==> src/common/fsq_pkg.sv <==
// Constants shared by the flash sequencer, its step timer and the bench.
// Assumes one 10 MHz clock and a flash cell macro with two interleaved banks.
package fsq_pkg;

  // ==========================================================
  // Array geometry
  localparam int WORD_W = 32;       // Processor data path width
  localparam int ADDR_W = 17;       // Word address over 512 kB
  localparam int BLK_NUM = 4;       // Independently writable blocks
  localparam int BLK_LSB = 15;      // 128 kB block = 32K words
  localparam int BANK_NUM = 2;      // Interleaved banks, word lsb selects
  localparam int ROW_W = 16;        // Word address inside one bank

  // ==========================================================
  // Command codes
  localparam logic [2:0] OP_PGM = 3'h1;       // Program one word
  localparam logic [2:0] OP_ERS_BLK = 3'h2;   // Erase one block
  localparam logic [2:0] OP_ERS_CHIP = 3'h3;  // Erase all blocks
  localparam logic [2:0] OP_PROT = 3'h4;      // Protect one block
  localparam logic [2:0] OP_UNPROT = 3'h5;    // Erase chip, drop protection

  // ==========================================================
  // Reset values
  localparam logic [3:0] PROT_RST = 4'h0;
  localparam logic [WORD_W-1:0] DATA_RST = 32'h0000_0000;

  // ==========================================================
  // Timing
  localparam int TMR_W = 23;
  localparam int CLK_NS = 100;               // 10 MHz system clock
  localparam int T_PGM_NS = 15000;           // One word program step
  localparam int T_ERS_BLK_MS = 100;         // One block erase
  localparam int T_ERS_CHIP_MS = 400;        // Whole chip erase
  localparam int NS_PER_MS = 1000000;
  localparam logic [TMR_W-1:0] PGM_CYC =
    TMR_W'((T_PGM_NS + CLK_NS - 1) / CLK_NS);
  localparam logic [TMR_W-1:0] ERS_BLK_CYC_DEF =
    TMR_W'(T_ERS_BLK_MS * (NS_PER_MS / CLK_NS));
  localparam logic [TMR_W-1:0] ERS_CHIP_CYC_DEF =
    TMR_W'(T_ERS_CHIP_MS * (NS_PER_MS / CLK_NS));

  // ==========================================================
  // Sequencer states, Gray along idle, run, done
  typedef enum logic [1:0] {
    S_IDLE = 2'h0,
    S_RUN = 2'h1,
    S_DONE = 2'h3
  } fsq_state_e;

endpackage

==> src/rtl/fsq_step_timer.sv <==
// Down counter that times one program or erase step.
// Assumes the loader holds off a new load until done has pulsed.
module fsq_step_timer (
  input wire logic clk,
  input wire logic rst_n,
  input wire logic load,
  input wire logic [fsq_pkg::TMR_W-1:0] load_val,
  output logic done
);

  // Remaining cycles of the step, zero while idle
  logic [fsq_pkg::TMR_W-1:0] cnt;

  // ==========================================================
  // Count
  // Load wins; otherwise count down to zero and park there
  always_ff @(posedge clk or negedge rst_n) begin
    if (!rst_n) begin
      cnt <= '0;
    end else if (load) begin
      cnt <= load_val;
    end else if (cnt != '0) begin
      cnt <= cnt - 1'b1;
    end
  end

  // Last cycle of the step, so the step lasts exactly load_val cycles
  assign done = (cnt == fsq_pkg::TMR_W'(1));

endmodule

==> src/rtl/fsq_flash_ctrl.sv <==
// Flash sequencer: boot mode capture, interleaved reads, automatic
// program and erase, block protection and read protection.
// Assumes a flash cell macro that returns read data one cycle after
// its bank read enable, and programs or erases while its enables stand.
module fsq_flash_ctrl #(
  parameter logic [fsq_pkg::TMR_W-1:0] ERS_BLK_CYC = fsq_pkg::ERS_BLK_CYC_DEF,
  parameter logic [fsq_pkg::TMR_W-1:0] ERS_CHIP_CYC = fsq_pkg::ERS_CHIP_CYC_DEF
) (
  input wire logic clk,
  input wire logic rst_n,
  input wire logic boot_pin,
  output logic mode_valid,
  output logic boot_from_rom,
  input wire logic cpu_req,
  input wire logic [fsq_pkg::ADDR_W-1:0] cpu_addr,
  input wire logic ext_req,
  input wire logic [fsq_pkg::ADDR_W-1:0] ext_addr,
  output logic rd_ready,
  output logic [fsq_pkg::WORD_W-1:0] rd_data,
  output logic cpu_rvalid,
  output logic ext_rvalid,
  output logic ext_denied,
  output logic [fsq_pkg::BANK_NUM-1:0] arr_rd_en,
  output logic [fsq_pkg::BANK_NUM-1:0][fsq_pkg::ROW_W-1:0] arr_rd_addr,
  input wire logic [fsq_pkg::BANK_NUM-1:0][fsq_pkg::WORD_W-1:0] arr_rdata,
  input wire logic cmd_valid,
  input wire logic [2:0] cmd_op,
  input wire logic [fsq_pkg::ADDR_W-1:0] cmd_addr,
  input wire logic [fsq_pkg::WORD_W-1:0] cmd_wdata,
  output logic cmd_ready,
  output logic cmd_done,
  output logic cmd_err,
  output logic busy,
  output logic arr_pgm_en,
  output logic [fsq_pkg::ADDR_W-1:0] arr_pgm_addr,
  output logic [fsq_pkg::WORD_W-1:0] arr_wdata,
  output logic arr_ers_en,
  output logic arr_ers_all,
  output logic [1:0] arr_ers_blk,
  output logic [fsq_pkg::BLK_NUM-1:0] blk_prot,
  output logic read_prot
);

  // ==========================================================
  // Boot mode capture
  logic boot_s1;  // First synchroniser stage
  logic boot_s2;  // Second stage, safe to read

  // No reset here so the pin is already settled when reset lifts
  always_ff @(posedge clk) begin
    boot_s1 <= boot_pin;
    boot_s2 <= boot_s1;
  end

  // Catch the level once, on the first edge after release; later pin
  // moves are ignored, since a mode change mid-run would be fatal
  always_ff @(posedge clk or negedge rst_n) begin
    if (!rst_n) begin
      mode_valid <= 1'b0;
      boot_from_rom <= 1'b0;
    end else if (!mode_valid) begin
      mode_valid <= 1'b1;
      boot_from_rom <= !boot_s2;       // Pin 0 boot ROM; user boot is code's
    end
  end

  // ==========================================================
  // Sequencer state and command acceptance
  fsq_pkg::fsq_state_e state;
  logic [2:0] op_q;                    // Command being run
  logic [1:0] blk_q;                   // Block of that command
  logic tmr_done;                      // Last cycle of a timed step
  logic rd_take;                       // Read accepted this cycle
  logic cmd_take;                      // Command accepted this cycle
  logic cmd_bad;                       // Accepted command is refused
  logic [1:0] cmd_blk;                 // Block addressed by the command
  logic [fsq_pkg::BLK_NUM-1:0] cmd_blk_mask;
  logic [fsq_pkg::TMR_W-1:0] tmr_val;  // Step length for this command

  assign cmd_blk = cmd_addr[fsq_pkg::BLK_LSB +: 2];
  assign cmd_blk_mask = fsq_pkg::BLK_NUM'(1) << cmd_blk;
  // Reads first; nothing accepted while a step runs
  assign rd_ready = mode_valid && (state == fsq_pkg::S_IDLE);
  assign rd_take = rd_ready && (cpu_req || ext_req);
  assign cmd_ready = rd_ready && !cpu_req && !ext_req;
  assign cmd_take = cmd_valid && cmd_ready;
  assign busy = (state != fsq_pkg::S_IDLE);
  // Read protection follows the protect bits, no separate switch
  assign read_prot = &blk_prot;

  // Refusals: unknown codes, no multi-block form but the chip
  // and writes into protected blocks; protection moves only here
  always_comb begin
    cmd_bad = 1'b0;
    tmr_val = fsq_pkg::PGM_CYC;
    case (cmd_op)
      fsq_pkg::OP_PGM: begin
        cmd_bad = |(blk_prot & cmd_blk_mask);
      end
      fsq_pkg::OP_ERS_BLK: begin
        cmd_bad = |(blk_prot & cmd_blk_mask);
        tmr_val = ERS_BLK_CYC;
      end
      fsq_pkg::OP_ERS_CHIP: begin
        cmd_bad = |blk_prot;
        tmr_val = ERS_CHIP_CYC;
      end
      fsq_pkg::OP_PROT: begin
        cmd_bad = 1'b0;
      end
      fsq_pkg::OP_UNPROT: begin
        tmr_val = ERS_CHIP_CYC;        // Erase runs before the clear
      end
      default: begin
        cmd_bad = 1'b1;
      end
    endcase
  end

  // Step timing is internal; the requester never times steps
  fsq_step_timer u_timer (
    .clk(clk),
    .rst_n(rst_n),
    .load(cmd_take && !cmd_bad && (cmd_op != fsq_pkg::OP_PROT)),
    .load_val(tmr_val),
    .done(tmr_done)
  );

  // State walk: a started step only ends on the timer
  always_ff @(posedge clk or negedge rst_n) begin
    if (!rst_n) begin
      state <= fsq_pkg::S_IDLE;
      op_q <= 3'h0;
      blk_q <= 2'h0;
    end else begin
      case (state)
        fsq_pkg::S_IDLE: begin
          if (cmd_take && !cmd_bad) begin
            op_q <= cmd_op;
            blk_q <= cmd_blk;
            // Protect needs no array step
            state <= (cmd_op == fsq_pkg::OP_PROT) ? fsq_pkg::S_DONE : fsq_pkg::S_RUN;
          end
        end
        fsq_pkg::S_RUN: begin
          if (tmr_done) begin
            state <= fsq_pkg::S_DONE;
          end
        end
        default: begin
          state <= fsq_pkg::S_IDLE;
        end
      endcase
    end
  end

  // Completion and refusal pulses
  always_ff @(posedge clk or negedge rst_n) begin
    if (!rst_n) begin
      cmd_done <= 1'b0;
      cmd_err <= 1'b0;
    end else begin
      cmd_done <= (state == fsq_pkg::S_DONE);
      cmd_err <= cmd_take && cmd_bad;
    end
  end

  // ==========================================================
  // Array program and erase drive, held for the whole step
  always_ff @(posedge clk or negedge rst_n) begin
    if (!rst_n) begin
      arr_pgm_en <= 1'b0;
      arr_pgm_addr <= '0;
      arr_wdata <= fsq_pkg::DATA_RST;
      arr_ers_en <= 1'b0;
      arr_ers_all <= 1'b0;
      arr_ers_blk <= 2'h0;
    end else if (cmd_take && !cmd_bad) begin
      arr_pgm_en <= (cmd_op == fsq_pkg::OP_PGM);
      arr_pgm_addr <= cmd_addr;
      arr_wdata <= cmd_wdata;
      arr_ers_en <= (cmd_op == fsq_pkg::OP_ERS_BLK);
      arr_ers_all <= (cmd_op == fsq_pkg::OP_ERS_CHIP) ||
                     (cmd_op == fsq_pkg::OP_UNPROT);
      arr_ers_blk <= cmd_blk;
    end else if (state == fsq_pkg::S_RUN && tmr_done) begin
      arr_pgm_en <= 1'b0;
      arr_ers_en <= 1'b0;
      arr_ers_all <= 1'b0;
    end
  end

  // ==========================================================
  // Protection bits; volatile here, cleared by reset
  always_ff @(posedge clk or negedge rst_n) begin
    if (!rst_n) begin
      blk_prot <= fsq_pkg::PROT_RST;
    end else if (state == fsq_pkg::S_DONE) begin
      if (op_q == fsq_pkg::OP_PROT) begin
        blk_prot[blk_q] <= 1'b1;
      end else if (op_q == fsq_pkg::OP_UNPROT) begin
        blk_prot <= fsq_pkg::PROT_RST;     // Only after the chip erase
      end
    end
  end

  // ==========================================================
  // Interleaved read pipeline: take, array, data
  logic [fsq_pkg::ADDR_W-1:0] rd_addr;  // Winning address
  logic rd_ext;                         // Winner is the external programmer
  logic p1_val, p1_ext, p1_bank;        // Array cycle
  logic p2_val, p2_ext, p2_bank;        // Data return cycle

  assign rd_ext = !cpu_req;             // Processor has priority
  assign rd_addr = rd_ext ? ext_addr : cpu_addr;

  // Word lsb picks the bank, so sequential fetches alternate banks
  for (genvar b = 0; b < fsq_pkg::BANK_NUM; b++) begin : g_bank
    always_ff @(posedge clk or negedge rst_n) begin
      if (!rst_n) begin
        arr_rd_en[b] <= 1'b0;
        arr_rd_addr[b] <= '0;
      end else begin
        // A protected external read never reaches the array
        arr_rd_en[b] <= rd_take && (rd_addr[0] == 1'(b)) && !(rd_ext && read_prot);
        if (rd_take && (rd_addr[0] == 1'(b))) begin
          arr_rd_addr[b] <= rd_addr[fsq_pkg::ADDR_W-1:1];
        end
      end
    end
  end

  // Pipeline tags and the returned word
  always_ff @(posedge clk or negedge rst_n) begin
    if (!rst_n) begin
      p1_val <= 1'b0;
      p1_ext <= 1'b0;
      p1_bank <= 1'b0;
      p2_val <= 1'b0;
      p2_ext <= 1'b0;
      p2_bank <= 1'b0;
      ext_denied <= 1'b0;
      rd_data <= fsq_pkg::DATA_RST;
      cpu_rvalid <= 1'b0;
      ext_rvalid <= 1'b0;
    end else begin
      p1_val <= rd_take && !(rd_ext && read_prot);
      p1_ext <= rd_ext;
      p1_bank <= rd_addr[0];
      ext_denied <= rd_take && rd_ext && read_prot;
      p2_val <= p1_val;
      p2_ext <= p1_ext;
      p2_bank <= p1_bank;
      if (p2_val) begin
        rd_data <= arr_rdata[p2_bank];
      end
      cpu_rvalid <= p2_val && !p2_ext;
      ext_rvalid <= p2_val && p2_ext;
    end
  end
endmodule

==> config.mk <==
export PLATFORM = sky130hd
export DESIGN_NAME = fsq_flash_ctrl
export DESIGN_NICKNAME = d
export VERILOG_FILES = /design/src/common/fsq_pkg.sv /design/src/rtl/fsq_step_timer.sv /design/src/rtl/fsq_flash_ctrl.sv
export SDC_FILE = /design/constraint.sdc
export NUM_CORES = 1
export LEC_CHECK = 0
export BUFFER_PORTS_ARGS = -buffer_cell sky130_fd_sc_hd__buf_4
export CELL_PAD_IN_SITES_DETAIL_PLACEMENT = 2
export CELL_PAD_IN_SITES_GLOBAL_PLACEMENT = 2
export CORE_AREA = 2 2 159 161
export DETAILED_ROUTE_END_ITERATION = 10
export DIE_AREA = 0 0 161 163
export GPL_ROUTABILITY_DRIVEN = 0
export PLACE_DENSITY_LB_ADDON = 0.15
export SYNTH_ARGS = -nofsm -noshare
export SYNTH_HDL_FRONTEND = slang
export SYNTH_HIERARCHICAL = 1
export SYNTH_SLANG_ARGS = --single-unit
==> constraint.sdc <==
create_clock -name clk -period 6.3 [get_ports clk]
set_clock_uncertainty 0.15 [all_clocks]
set_input_delay 1.26 -clock clk [delete_from_list [all_inputs] [get_ports clk]]
set_output_delay 1.26 -clock clk [all_outputs]
set_load 0.05 [all_outputs]
Word-level counts from Yosys, hierarchy flattened
Index checks and enable logic that the tools add are counted.
{"block": "totals", "reg_bits": 169, "latch_bits": 0, "ram_bits": 0, "mem_bits_ro": 0, "in_bits": 156, "n_memories": 0}
{"block": "classes", "add_sub_neg": 1, "n_mul": 0, "div": 0, "n_lt_le_gt_ge": 3, "n_eq_ne": 13, "n_shift": 1, "muxes": 19, "bitwise": 3, "reduce_logical": 43}
{"op": "32-bit two-way mux", "count": 2}
{"op": "23-bit two-way mux", "count": 2}
{"op": "22-bit one-hot mux with 2 select lines", "count": 1}
{"op": "23-bit by 1-bit equality test with 1-bit output (second input constant)", "count": 1}
{"op": "23-bit nonzero test", "count": 1}
{"op": "23-bit by 1-bit subtractor with 23-bit output (second input constant)", "count": 1}
{"op": "1-bit logical AND", "count": 20}
{"op": "17-bit two-way mux", "count": 1}
{"op": "3-bit equality test (second input constant)", "count": 4}
{"op": "4-bit two-way mux", "count": 2}
{"op": "2-bit nonzero test", "count": 4}
{"op": "4-bit OR reduction", "count": 2}
{"op": "3-bit by 2-bit equality test with 1-bit output (second input constant)", "count": 2}
{"op": "1-bit logical NOT", "count": 6}
{"op": "2-bit two-way mux", "count": 3}
{"op": "2-bit AND reduction", "count": 3}
{"op": "2-bit OR reduction", "count": 3}
{"op": "1-bit two-way mux", "count": 5}
{"op": "4-bit AND", "count": 1}
{"op": "4-bit OR", "count": 1}
{"op": "2-bit one-hot mux with 2 select lines", "count": 1}
{"op": "4-bit AND reduction", "count": 1}
{"op": "1-bit by 2-bit left shift with 4-bit output (first input constant)", "count": 1}
{"op": "3-bit by 1-bit equality test with 1-bit output (second input constant)", "count": 1}
{"op": "13 further kinds", "count": 14}

Depth between registers and ports, before layout
Gate-level depths: netlist of the first run.
{"block": "depth", "ltp_word": 8, "mapped_depth": 8}

Hierarchy
Netlist of the first run, hierarchy kept.
{"mod": "fsq_flash_ctrl", "instances": 1, "cells_per_inst": 435, "area_each_um2": 5914.4}
{"mod": "fsq_step_timer", "instances": 1, "cells_per_inst": 144, "area_each_um2": 1321.3}

Worst setup path after synthesis of the first run
Ideal clock, no wire load.
{"block": "synth_path", "kind": "input -> output", "startpoint": "input cpu_req", "endpoint": "output cmd_ready", "t_arrival_ns": 2.843, "setup_slack_ns": 2.047, "path_stages": 3, "n_path_buf": 2, "cell_sequence": "buf_1 buf_1 nor3_1"}
{"block": "synth_via", "elab_chain_cells": 3}
{"element": "from (decl)", "line": "fsq_flash_ctrl.sv:14", "text": "input wire logic cpu_req,"}
{"element": "1-bit logical NOT", "line": "fsq_flash_ctrl.sv:85", "text": "assign cmd_ready = rd_ready && !cpu_req && !ext_req;"}
{"element": "1-bit logical AND (2 in series)", "line": "fsq_flash_ctrl.sv:85"}
{"element": "to (decl)", "line": "fsq_flash_ctrl.sv:30", "text": "output logic cmd_ready,"}
Every way passes these cells.

Worst setup path in the final report of the first run
{"block": "layout_path", "startpoint": "input cmd_op[2]", "endpoint": "register u_timer/cnt[19] (netlist bit)"}
{"block": "layout_via", "elab_chain_cells": 7}
{"element": "from (decl)", "line": "fsq_flash_ctrl.sv:27", "text": "input wire logic [2:0] cmd_op,"}
{"element": "3-bit equality test, or another cell as far along", "line": "fsq_flash_ctrl.sv:96", "text": "case (cmd_op)"}
{"element": "2-bit OR reduction (no source line)"}
{"element": "1-bit one-hot mux with 3 select lines", "line": "fsq_flash_ctrl.sv:96"}
{"element": "1-bit logical NOT", "line": "fsq_flash_ctrl.sv:124", "text": ".load(cmd_take && !cmd_bad && (cmd_op != fsq_pkg::OP_PROT)),"}
{"element": "1-bit logical AND (2 in series)", "line": "fsq_flash_ctrl.sv:124"}
{"element": "23-bit two-way mux / 2-bit nonzero test (equally long branches)"}
{"element": "to (signal assigned)", "line": "fsq_step_timer.sv:21", "text": "cnt <= load_val;"}
{"element": "to (signal assigned)", "line": "fsq_step_timer.sv:23", "text": "cnt <= cnt - 1'b1;"}
{"element": "to (decl)", "line": "fsq_step_timer.sv:12", "text": "logic [fsq_pkg::TMR_W-1:0] cnt;"}
Several ways; a longest one is shown, not always the timed one.
A chain may end at the register's enable or synchronous reset.

==> results of run 1 <==
-- through the flow --
step	utilization [%]	setup slack [ns]
global placement	39.5	2.29
finish	41.9	2.54
floorplan	-	2.05
global route	41.9	2.30
CTS	41.9	2.57
detailed placement	39.5	2.13
-- synthesized netlist by cell type, types with 3 or more instances --
library cell,number
a21oi_1,39
and2_1,5
buf_1,6
buf_2,8
buf_6,3
clkbuf_1,11
dfrtp_1,165
inv_1,13
mux2_2,95
mux2_4,10
mux2i_1,35
nand2_1,28
nand4_1,4
nor2_1,51
nor2b_1,3
nor3_1,9
nor4_1,6
o21ai_0,17
o31ai_1,7
o41ai_1,3
or2_2,3
or4_1,3
xnor2_1,12
xor2_1,4
-- critical path, cell delays in order --
cell	delay, ns
buf_4	0.14
nand4bb_1	0.17
o41ai_1	0.68
o21ai_0	0.24
nor2_2	0.67
buf_4	0.36
or2_2	0.25
o21ai_0	0.13
-- flip-flops by register name, indices dropped and copies added (netlist names), 2 cells and up --
| register | flops |
|---|---|
| arr_rd_addr | 32 |
| arr_wdata | 32 |
| rd_data | 32 |
| u_timer/cnt | 23 |
| arr_pgm_addr | 17 |
| blk_prot | 4 |
| op_q | 3 |
| arr_rd_en | 2 |
| blk_q | 2 |
| state | 2 |
-- cells in the final DEF (no fill, tap or decap), types with 3 or more instances in the layout --
| master | instances |
|---|---|
| inv_6 | 4 |
| clkbuf_16 | 17 |
| mux2_2 | 95 |
| o41ai_1 | 3 |
| xor2_1 | 4 |
| nor2_2 | 3 |
| o31ai_1 | 7 |
| mux2i_1 | 35 |
| nor2b_1 | 3 |
| inv_8 | 5 |
| inv_1 | 13 |
| and2_1 | 5 |
| nand4_1 | 4 |
| mux2_4 | 10 |
| nor2_1 | 50 |
| buf_4 | 293 |
| xnor2_1 | 12 |
| a21oi_1 | 38 |
| o21ai_0 | 17 |
| nand2_1 | 28 |
| nor4_1 | 6 |
| conb_1 | 9 |
| nor3_1 | 9 |
| dfrtp_1 | 163 |
| or2_2 | 3 |
| or4_1 | 3 |
-- layer usage --
layer  GRT usage (%)  vias to the layer above  share of wire, %
li1                -                     2596                 -
met1            19.5                     2867                37
met2            32.1                      180                53
met3            6.29                       25               8.0
met4            6.05                        0               1.8
met5               0                        -                 0
-- report_power, final --
part | total (mW) | switching [mW] | internal (mW)
registers | 1.77 | 0.301 | 1.47
logic | 2.45 | 1.64 | 0.811
clock network | 1.03 | 0.496 | 0.530
-- cell type report --
class	instances	area (sq um)	area share, %
Clock inverter	15	154	1.49
Inverter	13	48.8	0.472
Timing Repair Buffer	294	2210	21.4
Sequential cell	167	4170	40.4
Tap cell	330	413	4.00
Multi-Input combinational cell	376	2910	28.1
Clock buffer	17	425	4.12
-- cell families after synthesis --
logic type / synth area share [%]
DFF: 57.6
muxes: 22.0
and+or+nand+nor: 8.89
AOI/OAI and AO/OA: 6.31
buffers and inverters: 2.78
xor gates and xnor gates: 1.94
adders and majority gates: 0.346
other: 0.104
-- final timing paths --
kind / startpoint / to / slack, ns / cells after the start
max: cmd_op[2] / u_timer/cnt[19]$_DFFE_PN0P_ / 2.54 / 8
min: boot_s1$_DFF_P_ / boot_s2$_DFF_P_ / 0.18 / 0
max reg2reg: blk_prot[3]$_DFFE_PN0P_ / u_timer/cnt[19]$_DFFE_PN0P_ / 3.03 / 7
min reg2reg: boot_s1$_DFF_P_ / boot_s2$_DFF_P_ / 0.18 / 0
max in group asynchronous: rst_n / p2_val$_DFF_PN0_ / 4.14 / 2
min in group asynchronous: rst_n / rd_data[10]$_DFFE_PN0P_ / 0.73 / 1
==> key figures, run 1 <==
Layout
  – Fillcell total: 2552
  – Layout area overhead: 42.7%
  – Ant diodes: 0
  – Layout cells sized above 1: 50.8%
  – Final Instance Count excl. Fillers: 1212
  – # nets final: 1027
  – Cell area after layout: 10300 sq um

Power
  – Leakage: 5.00 nW
  – Peak VDD IR: 0.000276 V
  – Tot Pwr: 5.24 mW
  – Power Density: 507 nW/um^2

Die
  – Number of core rows: 58
  – Starting Density: 29.3%
  – DIE WIDTH: 161 um
  – Die area: 26200 sq um
  – Num ports: 291
  – Core Area: 24700 sq um
  – Chip height: 163 um

Global route
  – Initial antenna violation count: 0
  – Vias in the first global route: 6598
  – Total track usage: 17.8%
  – GRT Residual Overflow: 0
  – Largest net degree at the start of global routing: 77
  – First-pass GRT wire length: 36400 um

Synth
  – Main synth FF type: dfrtp_1
  – Area leader, netlist: dfrtp_1
  – Mapped cell area: 7240 sq um
  – Number of synthesized flops with an enable pin: 0
  – Yosys cell types: 51
  – Top post-synthesis cells by area: dfrtp_1, mux2_2, mux2i_1
  – Syn_area_per_cell: 12.5 sq um
  – Post-synth ARST share: 98.8%
  – Yosys top cell area share: 57.1%
  – #FFs+latches synth: 167
  – Sequential area share after synthesis: 57.6%
  – YS warnings: 6
  – Gate count of the mapped netlist: 579

Critical path
  – CP Capture Type: flip-flop
  – Crit Path Class: in -> reg
  – Worst Path Max Fanout: 19
  – Worst Path Required: 6.45 ns
  – CP Data Arrival Time: 3.90 ns
  – Critical path launch point type: input pin

STA
  – Setup_tns: 0 ns
  – Slew margin rel.: 29.0%
  – Fmax: 266 MHz
  – Fin Hold WS: 0.183 ns
  – # setup viols final: 0
  – Slew Limit Fails: 0
  – Unrepaired setup endpoints after global routing: no
  – Final min period: 3.76 ns
  – Worst-margin pin slew: 1.06 ns
  – Final worst-path cycle share: 59.6%
  – Hold Vio Cnt, Final: 0

Clock network
  – Max Root-Sink Buffers: 2
  – Hold_buf cts: 0
  – Clock Sinks: 167
  – CTS H-tree depth: 4
  – Post-CTS Resized: 0
  – Setup bufs post-CTS: 0
  – Clk slew on worst S/H paths: 0.07 ns
  – Root buf cell: clkbuf_16
  – CTS Buf Count: 17
  – Skew-Pair Late Insertion Delay: 0.43 ns
  – CTS tree: done

Place
  – Area after DPL: 9750 sq um
  – # port buffers: 290
  – DP HPWL: 17600 um
  – Inst Count DP: 1180

Drt
  – Vias: 5668
  – Final ANT Viol Nets: 0
  – Average wire per standard cell: 19.1 um
  – Via density per instance: 4.68
  – Final WL: 23100 um
  – Initial DRT Pass Iterations: 4
  – Detailed-route DRC error count: 0
  – Initial DRC count: 171

Flow run
  – # Max-Cap Violations: 0

Outcome
  – Status: completed

Hold path
  – Hold Path Class: reg -> reg
(Power assumes the default switching activity.)
==> inputs of run 2 (changes only) <==
--- a/config.mk
+++ b/config.mk
@@ -8,9 +8,9 @@
 export BUFFER_PORTS_ARGS = -buffer_cell sky130_fd_sc_hd__buf_4
 export CELL_PAD_IN_SITES_DETAIL_PLACEMENT = 2
 export CELL_PAD_IN_SITES_GLOBAL_PLACEMENT = 2
-export CORE_AREA = 2 2 159 161
+export CORE_AREA = 2 2 167 169
 export DETAILED_ROUTE_END_ITERATION = 10
-export DIE_AREA = 0 0 161 163
+export DIE_AREA = 0 0 169 171
 export GPL_ROUTABILITY_DRIVEN = 0
 export PLACE_DENSITY_LB_ADDON = 0.15
 export SYNTH_ARGS = -nofsm -noshare
==> constraint.sdc (replaced) <==
create_clock -name clk -period 3.4 [get_ports clk]
set_clock_uncertainty 0.15 [all_clocks]
set_input_delay 0.68 -clock clk [delete_from_list [all_inputs] [get_ports clk]]
set_output_delay 0.68 -clock clk [all_outputs]
set_load 0.05 [all_outputs]
==> key figures, run 2 (synthesis gave the netlist of run 1 again) <==
Drt
  – Detailed-route DRC error count: 0 (unchanged)
  – Vias: 5641 (-0.48%)
  – Initial DRC count: 214 (+25%)
  – Via density per instance: 4.57 (-2.3%)
  – Final WL: 22900 um (-0.95%)
  – Average wire per standard cell: 18.6 um (-2.8%)
  – Initial DRT Pass Iterations: 4 (unchanged)
  – Final ANT Viol Nets: 0 (unchanged)

STA
  – Final worst-path cycle share: 84.2%
  – Setup_tns: 0 ns (unchanged)
  – Unrepaired setup endpoints after global routing: no
  – Worst-margin pin slew: 1.07 ns (+0.00608 ns)
  – Final min period: 2.86 ns
  – Fmax: 349 MHz
  – Hold Vio Cnt, Final: 0 (unchanged)
  – Final worst setup slack: 0.539 ns (-2.01 ns)
  – Slew margin rel.: 28.6% (-0.41 points)
  – # setup viols final: 0 (unchanged)
  – Slew Limit Fails: 0 (unchanged)

Layout
  – Most frequent cells in the layout: buf_4, dfrtp_1, mux2_2
  – Ant diodes: 0 (unchanged)
  – Layout cells sized above 1: 51.2% (+0.39 points)
  – # nets final: 1034 (+0.68%)
  – Layout area overhead: 44.4%
  – Biggest regs: arr_rd_addr: 32 flops, arr_wdata: 32 flops, rd_data: 32 flops
  – Most common cell after layout, fill and taps aside: buf_4

Critical path
  – Crit-path max cell delay: 0.74 ns (+0.06 ns)
  – Crit path buffers/inverters: 0 (-2)
  – Worst reg-to-reg setup slack: 0.54 ns (-2.49 ns)
  – Worst-path cell with the longest stage delay: or4_1
  – CP Data Arrival Time: 3.00 ns (-0.90 ns)
  – CP cell instances: or4_1 -> or4b_4 -> nor2_4 -> or2_2 -> o21ai_0
  – Reg2reg start: u_timer/cnt[12]$_DFFE_PN0P_
  – Worst Path Max Fanout: 11 (-8)
  – Critical path launch point type: flip-flop
  – CP Capture Type: flip-flop
  – Worst R2R Path Depth: 5 (-2)
  – Worst Path Required: 3.54 ns (-2.91 ns)
  – Crit Path Class: reg -> reg
  – Cell family with most CP delay: simple AND/OR/NAND/NOR gates
  – FF-to-FF End: u_timer/cnt[19]$_DFFE_PN0P_

Clock network
  – Hold_buf cts: 0 (unchanged)
  – Clk slew on worst S/H paths: 0.07 ns (about the same)
  – Root buf cell: clkbuf_16
  – CTS Buf Count: 17 (unchanged)
  – CTS H-tree depth: 4 (unchanged)
  – Max Root-Sink Buffers: 2 (unchanged)
  – CTS tree: done
  – Setup bufs post-CTS: 0 (unchanged)
  – Skew-Pair Late Insertion Delay: 0.43 ns (about the same)
  – Clock Sinks: 167 (unchanged)
  – Post-CTS Resized: 0 (unchanged)

Place
  – Dpl ws: 0.320 ns (-1.81 ns)
  – # port buffers: 290 (unchanged)
  – DP HPWL: 17100 um (-2.5%)

Die
  – Starting Density: 26.5% (-2.8 points)
  – Num ports: 291 (unchanged)
  – Core Area: 27300 sq um (+11%)
  – Die area: 28900 sq um (+10%)
  – Chip height: 171 um (+4.9%)
  – DIE WIDTH: 169 um (+5.0%)
  – Number of core rows: 61 (+5.2%)

Hold path
  – Hold Path Class: in -> async

Power
  – Power Density: 931 nW/um^2 (+84%)
  – Tot Pwr: 9.73 mW (+86%)
  – Leakage: 5.05 nW (+0.99%)
  – Peak VDD IR: 0.000439 V (+59%)

Global route
  – Largest net degree at the start of global routing: 67 (-13%)
  – Vias in the first global route: 6498 (-1.5%)
  – Initial antenna violation count: 0 (unchanged)
  – First-pass GRT wire length: 36200 um (-0.72%)
  – Total track usage: 16.0% (-1.8 points)
  – GRT Residual Overflow: 0 (unchanged)

Outcome
  – Status: completed

Flow run
  – # Max-Cap Violations: 0 (unchanged)
==> run 2: layout make-up <==
class | instances | area (sq um)
Clock inverter | 14 | 150
Fill cell | 2862 | 16900
Timing Repair Buffer | 301 | 2300
Sequential cell | 167 | 4170
Multi-Input combinational cell | 376 | 2910
Inverter | 13 | 48.8
Clock buffer | 18 | 439
Tap cell | 346 | 433
==> run 2: power by group <==
part	internal, mW	total (mW)	switching (mW)	leakage, nW
sequential	2.72	3.28	0.565	2.02
combinational	1.52	4.51	3.00	2.75
clock	1.01	1.94	0.931	0.285
total	5.24	9.73	4.49	5.05
==> run 2: how the worst max path moves through the flow <==
stage | startpoint | endpoint | slack (ns) | depth (start not counted)
after global routing | u_timer/cnt[12]$_DFFE_PN0P_ | u_timer/cnt[10]$_DFFE_PN0P_ | 0.39 | 5
after CTS | u_timer/cnt[12]$_DFFE_PN0P_ | u_timer/cnt[19]$_DFFE_PN0P_ | 0.53 | 5
after floorplan | cpu_req | cmd_ready | 0.31 | 3
after global placement | cmd_addr[16] | arr_wdata[10]$_DFFE_PN0N_ | 0.41 | 6
final | u_timer/cnt[12]$_DFFE_PN0P_ | u_timer/cnt[19]$_DFFE_PN0P_ | 0.54 | 5
after detailed placement | cmd_addr[16] | arr_wdata[10]$_DFFE_PN0N_ | 0.32 | 6
==> run 2: per-stage QoR <==
step                std cells  hold WS, ns  area [sq um]  util, %
global route             1235        0.129         10400     38.2
finish                   1235       0.0986         10400     38.2
global placement         1203        0.163          9860     36.1
CTS                      1235        0.105         10400     38.2
floorplan                 586        0.160          7260        -
detailed placement       1203        0.169          9860     36.1
==> run 2: layer usage <==
metal	wire [um]	share of wire, %	vias up	track usage [%]
met5	0	0	-	0
met4	183	0.80	0	3.79
met3	1820	8.0	12	6.01
met2	11800	52	180	28.2
met1	9060	40	2845	18.5
li1	-	-	2604	-
==> inputs of run 3 (changes only) <==
==> constraint.sdc (replaced) <==
create_clock -name clk -period 2.61 [get_ports clk]
set_clock_uncertainty 0.15 [all_clocks]
set_input_delay 0.522 -clock clk [delete_from_list [all_inputs] [get_ports clk]]
set_output_delay 0.522 -clock clk [all_outputs]
set_load 0.05 [all_outputs]
==> key figures, run 3 (synthesis gave the netlist of run 1 again) <==
Clock network
  – Root buf cell: clkbuf_16
  – CTS H-tree depth: 4 (unchanged)
  – Clock Sinks: 167 (unchanged)
  – CTS Buf Count: 17 (unchanged)
  – Max Root-Sink Buffers: 2 (unchanged)
  – Clk slew on worst S/H paths: 0.07 ns (about the same)
  – Setup bufs post-CTS: 0 (unchanged)
  – Skew-Pair Late Insertion Delay: 0.43 ns (about the same)
  – CTS tree: done

Layout
  – # nets final: 1051 (+1.6%)
  – Biggest regs: arr_rd_addr: 32 flops, arr_wdata: 32 flops, rd_data: 32 flops
  – Layout cells sized above 1: 52.3% (+1.1 points)
  – Fillcell total: 2903 (+1.4%)
  – FF+latch area: 4170 sq um (about the same)
  – Ant diodes: 0 (unchanged)
  – Most frequent cells in the layout: buf_4, dfrtp_1, mux2_2
  – Area of the multi-input gates: 2910 sq um (+0.26%)
  – Most common cell after layout, fill and taps aside: buf_4
  – Final Util: 38.9% (+0.69 points)
  – Layout area overhead: 47.0%

Critical path
  – Crit path buffers/inverters: 0 (unchanged)
  – Crit-path max cell delay: 0.59 ns (-0.15 ns)
  – CP Capture Type: flip-flop
  – Crit Path Class: reg -> reg
  – CP cell instances: or4_1 -> or4b_4 -> nor2_1 -> nand3b_1 -> and2_1 -> mux2_2
  – Worst-path cell with the longest stage delay: or4b_4
  – Critical path launch point type: flip-flop
  – Worst Path Max Fanout: 4 (-7)
  – Cell family with most CP delay: simple AND/OR/NAND/NOR gates
  – Worst Path Required: 2.77 ns (-0.77 ns)
  – CP Data Arrival Time: 2.64 ns (-0.36 ns)

Global route
  – Total track usage: 16.2% (+0.12 points)
  – Vias in the first global route: 6561 (+0.97%)
  – Largest net degree at the start of global routing: 58 (-13%)
  – GRT Residual Overflow: 0 (unchanged)
  – Initial antenna violation count: 0 (unchanged)
  – First-pass GRT wire length: 36200 um (+0.19%)

Drt
  – Final WL: 23300 um (+1.6%)
  – Initial DRT Pass Iterations: 4 (unchanged)
  – Vias: 5729 (+1.6%)
  – Average wire per standard cell: 18.6 um (+0.19%)
  – Final ANT Viol Nets: 0 (unchanged)
  – Initial DRC count: 175 (-18%)
  – Via density per instance: 4.58 (+0.18%)
  – Detailed-route DRC error count: 0 (unchanged)

STA
  – Unrepaired setup endpoints after global routing: no
  – Slew Limit Fails: 0 (unchanged)
  – Slew margin rel.: 66.1% (+37 points)
  – Setup_tns: 0 ns (unchanged)
  – # setup viols final: 0 (unchanged)
  – Worst-margin pin slew: 0.509 ns (-0.562 ns)
  – Final worst-path cycle share: 94.9% (+11 points)
  – Fmax: 404 MHz (+15%)
  – Hold Vio Cnt, Final: 0 (unchanged)
  – Final min period: 2.48 ns (-0.384 ns)

Die
  – Core Area: 27300 sq um (unchanged)
  – Die area: 28900 sq um (unchanged)
  – Number of core rows: 61 (unchanged)
  – Chip height: 171 um (unchanged)
  – Num ports: 291 (unchanged)
  – DIE WIDTH: 169 um (unchanged)
  – Starting Density: 26.5% (unchanged)

Outcome
  – Status: completed

Flow run
  – # Max-Cap Violations: 0 (unchanged)

Place
  – # port buffers: 290 (unchanged)
  – DP HPWL: 18100 um (+5.6%)

Hold path
  – Hold Path Class: in -> reg

Power
  – Leakage: 5.14 nW (+1.7%)
  – Power Density: 1200 nW/um^2 (+29%)
  – Peak VDD IR: 0.000543 V (+23%)
[run 3: final cells by class]
class | count | area share [%]
sequential | 167 | 39.2
timing repair buffer | 318 | 23.2
multi-input combinational | 376 | 27.4
inverter | 13 | 0.494
tap | 346 | 4.07
clock buffer | 17 | 4.00
clock inverter | 15 | 1.61
[run 3: worst register-to-register path: stages, from the launching register on]
cell,delay [ns]
dfrtp_1,0.42
or4_1,0.56
or4b_4,0.59
nor2_1,0.13
nand3b_1,0.09
and2_1,0.16
mux2_2,0.26
[run 3: layer usage]
layer / wire length (um) / vias up / share of wire [%] / GRT usage, %
met3: 1950 / 26 / 8.4 / 5.83
met4: 419 / 0 / 1.8 / 5.20
met2: 12000 / 190 / 51 / 28.6
met1: 8920 / 2873 / 38 / 18.1
met5: 0 / - / 0 / 0
li1: - / 2640 / - / -
[run 3: final timing paths]
path / depth (start not counted) / endpoint / startpoint / slack (ns)
setup / recovery: 6 / arr_pgm_en$_DFFE_PN0P_ / u_timer/cnt[17]$_DFFE_PN0P_ / 0.13
hold reg to reg: 0 / boot_s2$_DFF_P_ / boot_s1$_DFF_P_ / 0.19
hold / removal: 1 / boot_s1$_DFF_P_ / boot_pin / 0.06
max in group asynchronous: 3 / arr_pgm_addr[10]$_DFFE_PN0N_ / rst_n / 1.23
setup reg to reg: 6 / arr_pgm_en$_DFFE_PN0P_ / u_timer/cnt[17]$_DFFE_PN0P_ / 0.13
min in group asynchronous: 2 / u_timer/cnt[11]$_DFFE_PN0P_ / rst_n / 0.43
[run 3: report_power, final]
part	switching [mW]	internal [mW]
combinational	4.01	2.01
clock	1.25	1.30
sequential	0.671	3.54
[run 3: through the flow]
stage	power (mW)	area (sq um)	hold WS [ns]	std cells	setup slack (ns)
floorplan	8.13	7270	0.0764	586	0.0788
global placement	10.1	10000	0.161	1219	0.0823
detailed placement	10.4	10000	0.185	1219	0.0505
CTS	13.0	10600	0.0342	1252	0.0770
global route	13.5	10600	0.0352	1252	0.0210
finish	12.8	10600	0.0571	1252	0.132
[run 3: what timing repair did]
item	CTS	global route
endpoints found under the hold margin	35	0
setup endpoints to repair	0	2
gates resized for setup	0	1
hold buffers	1	0
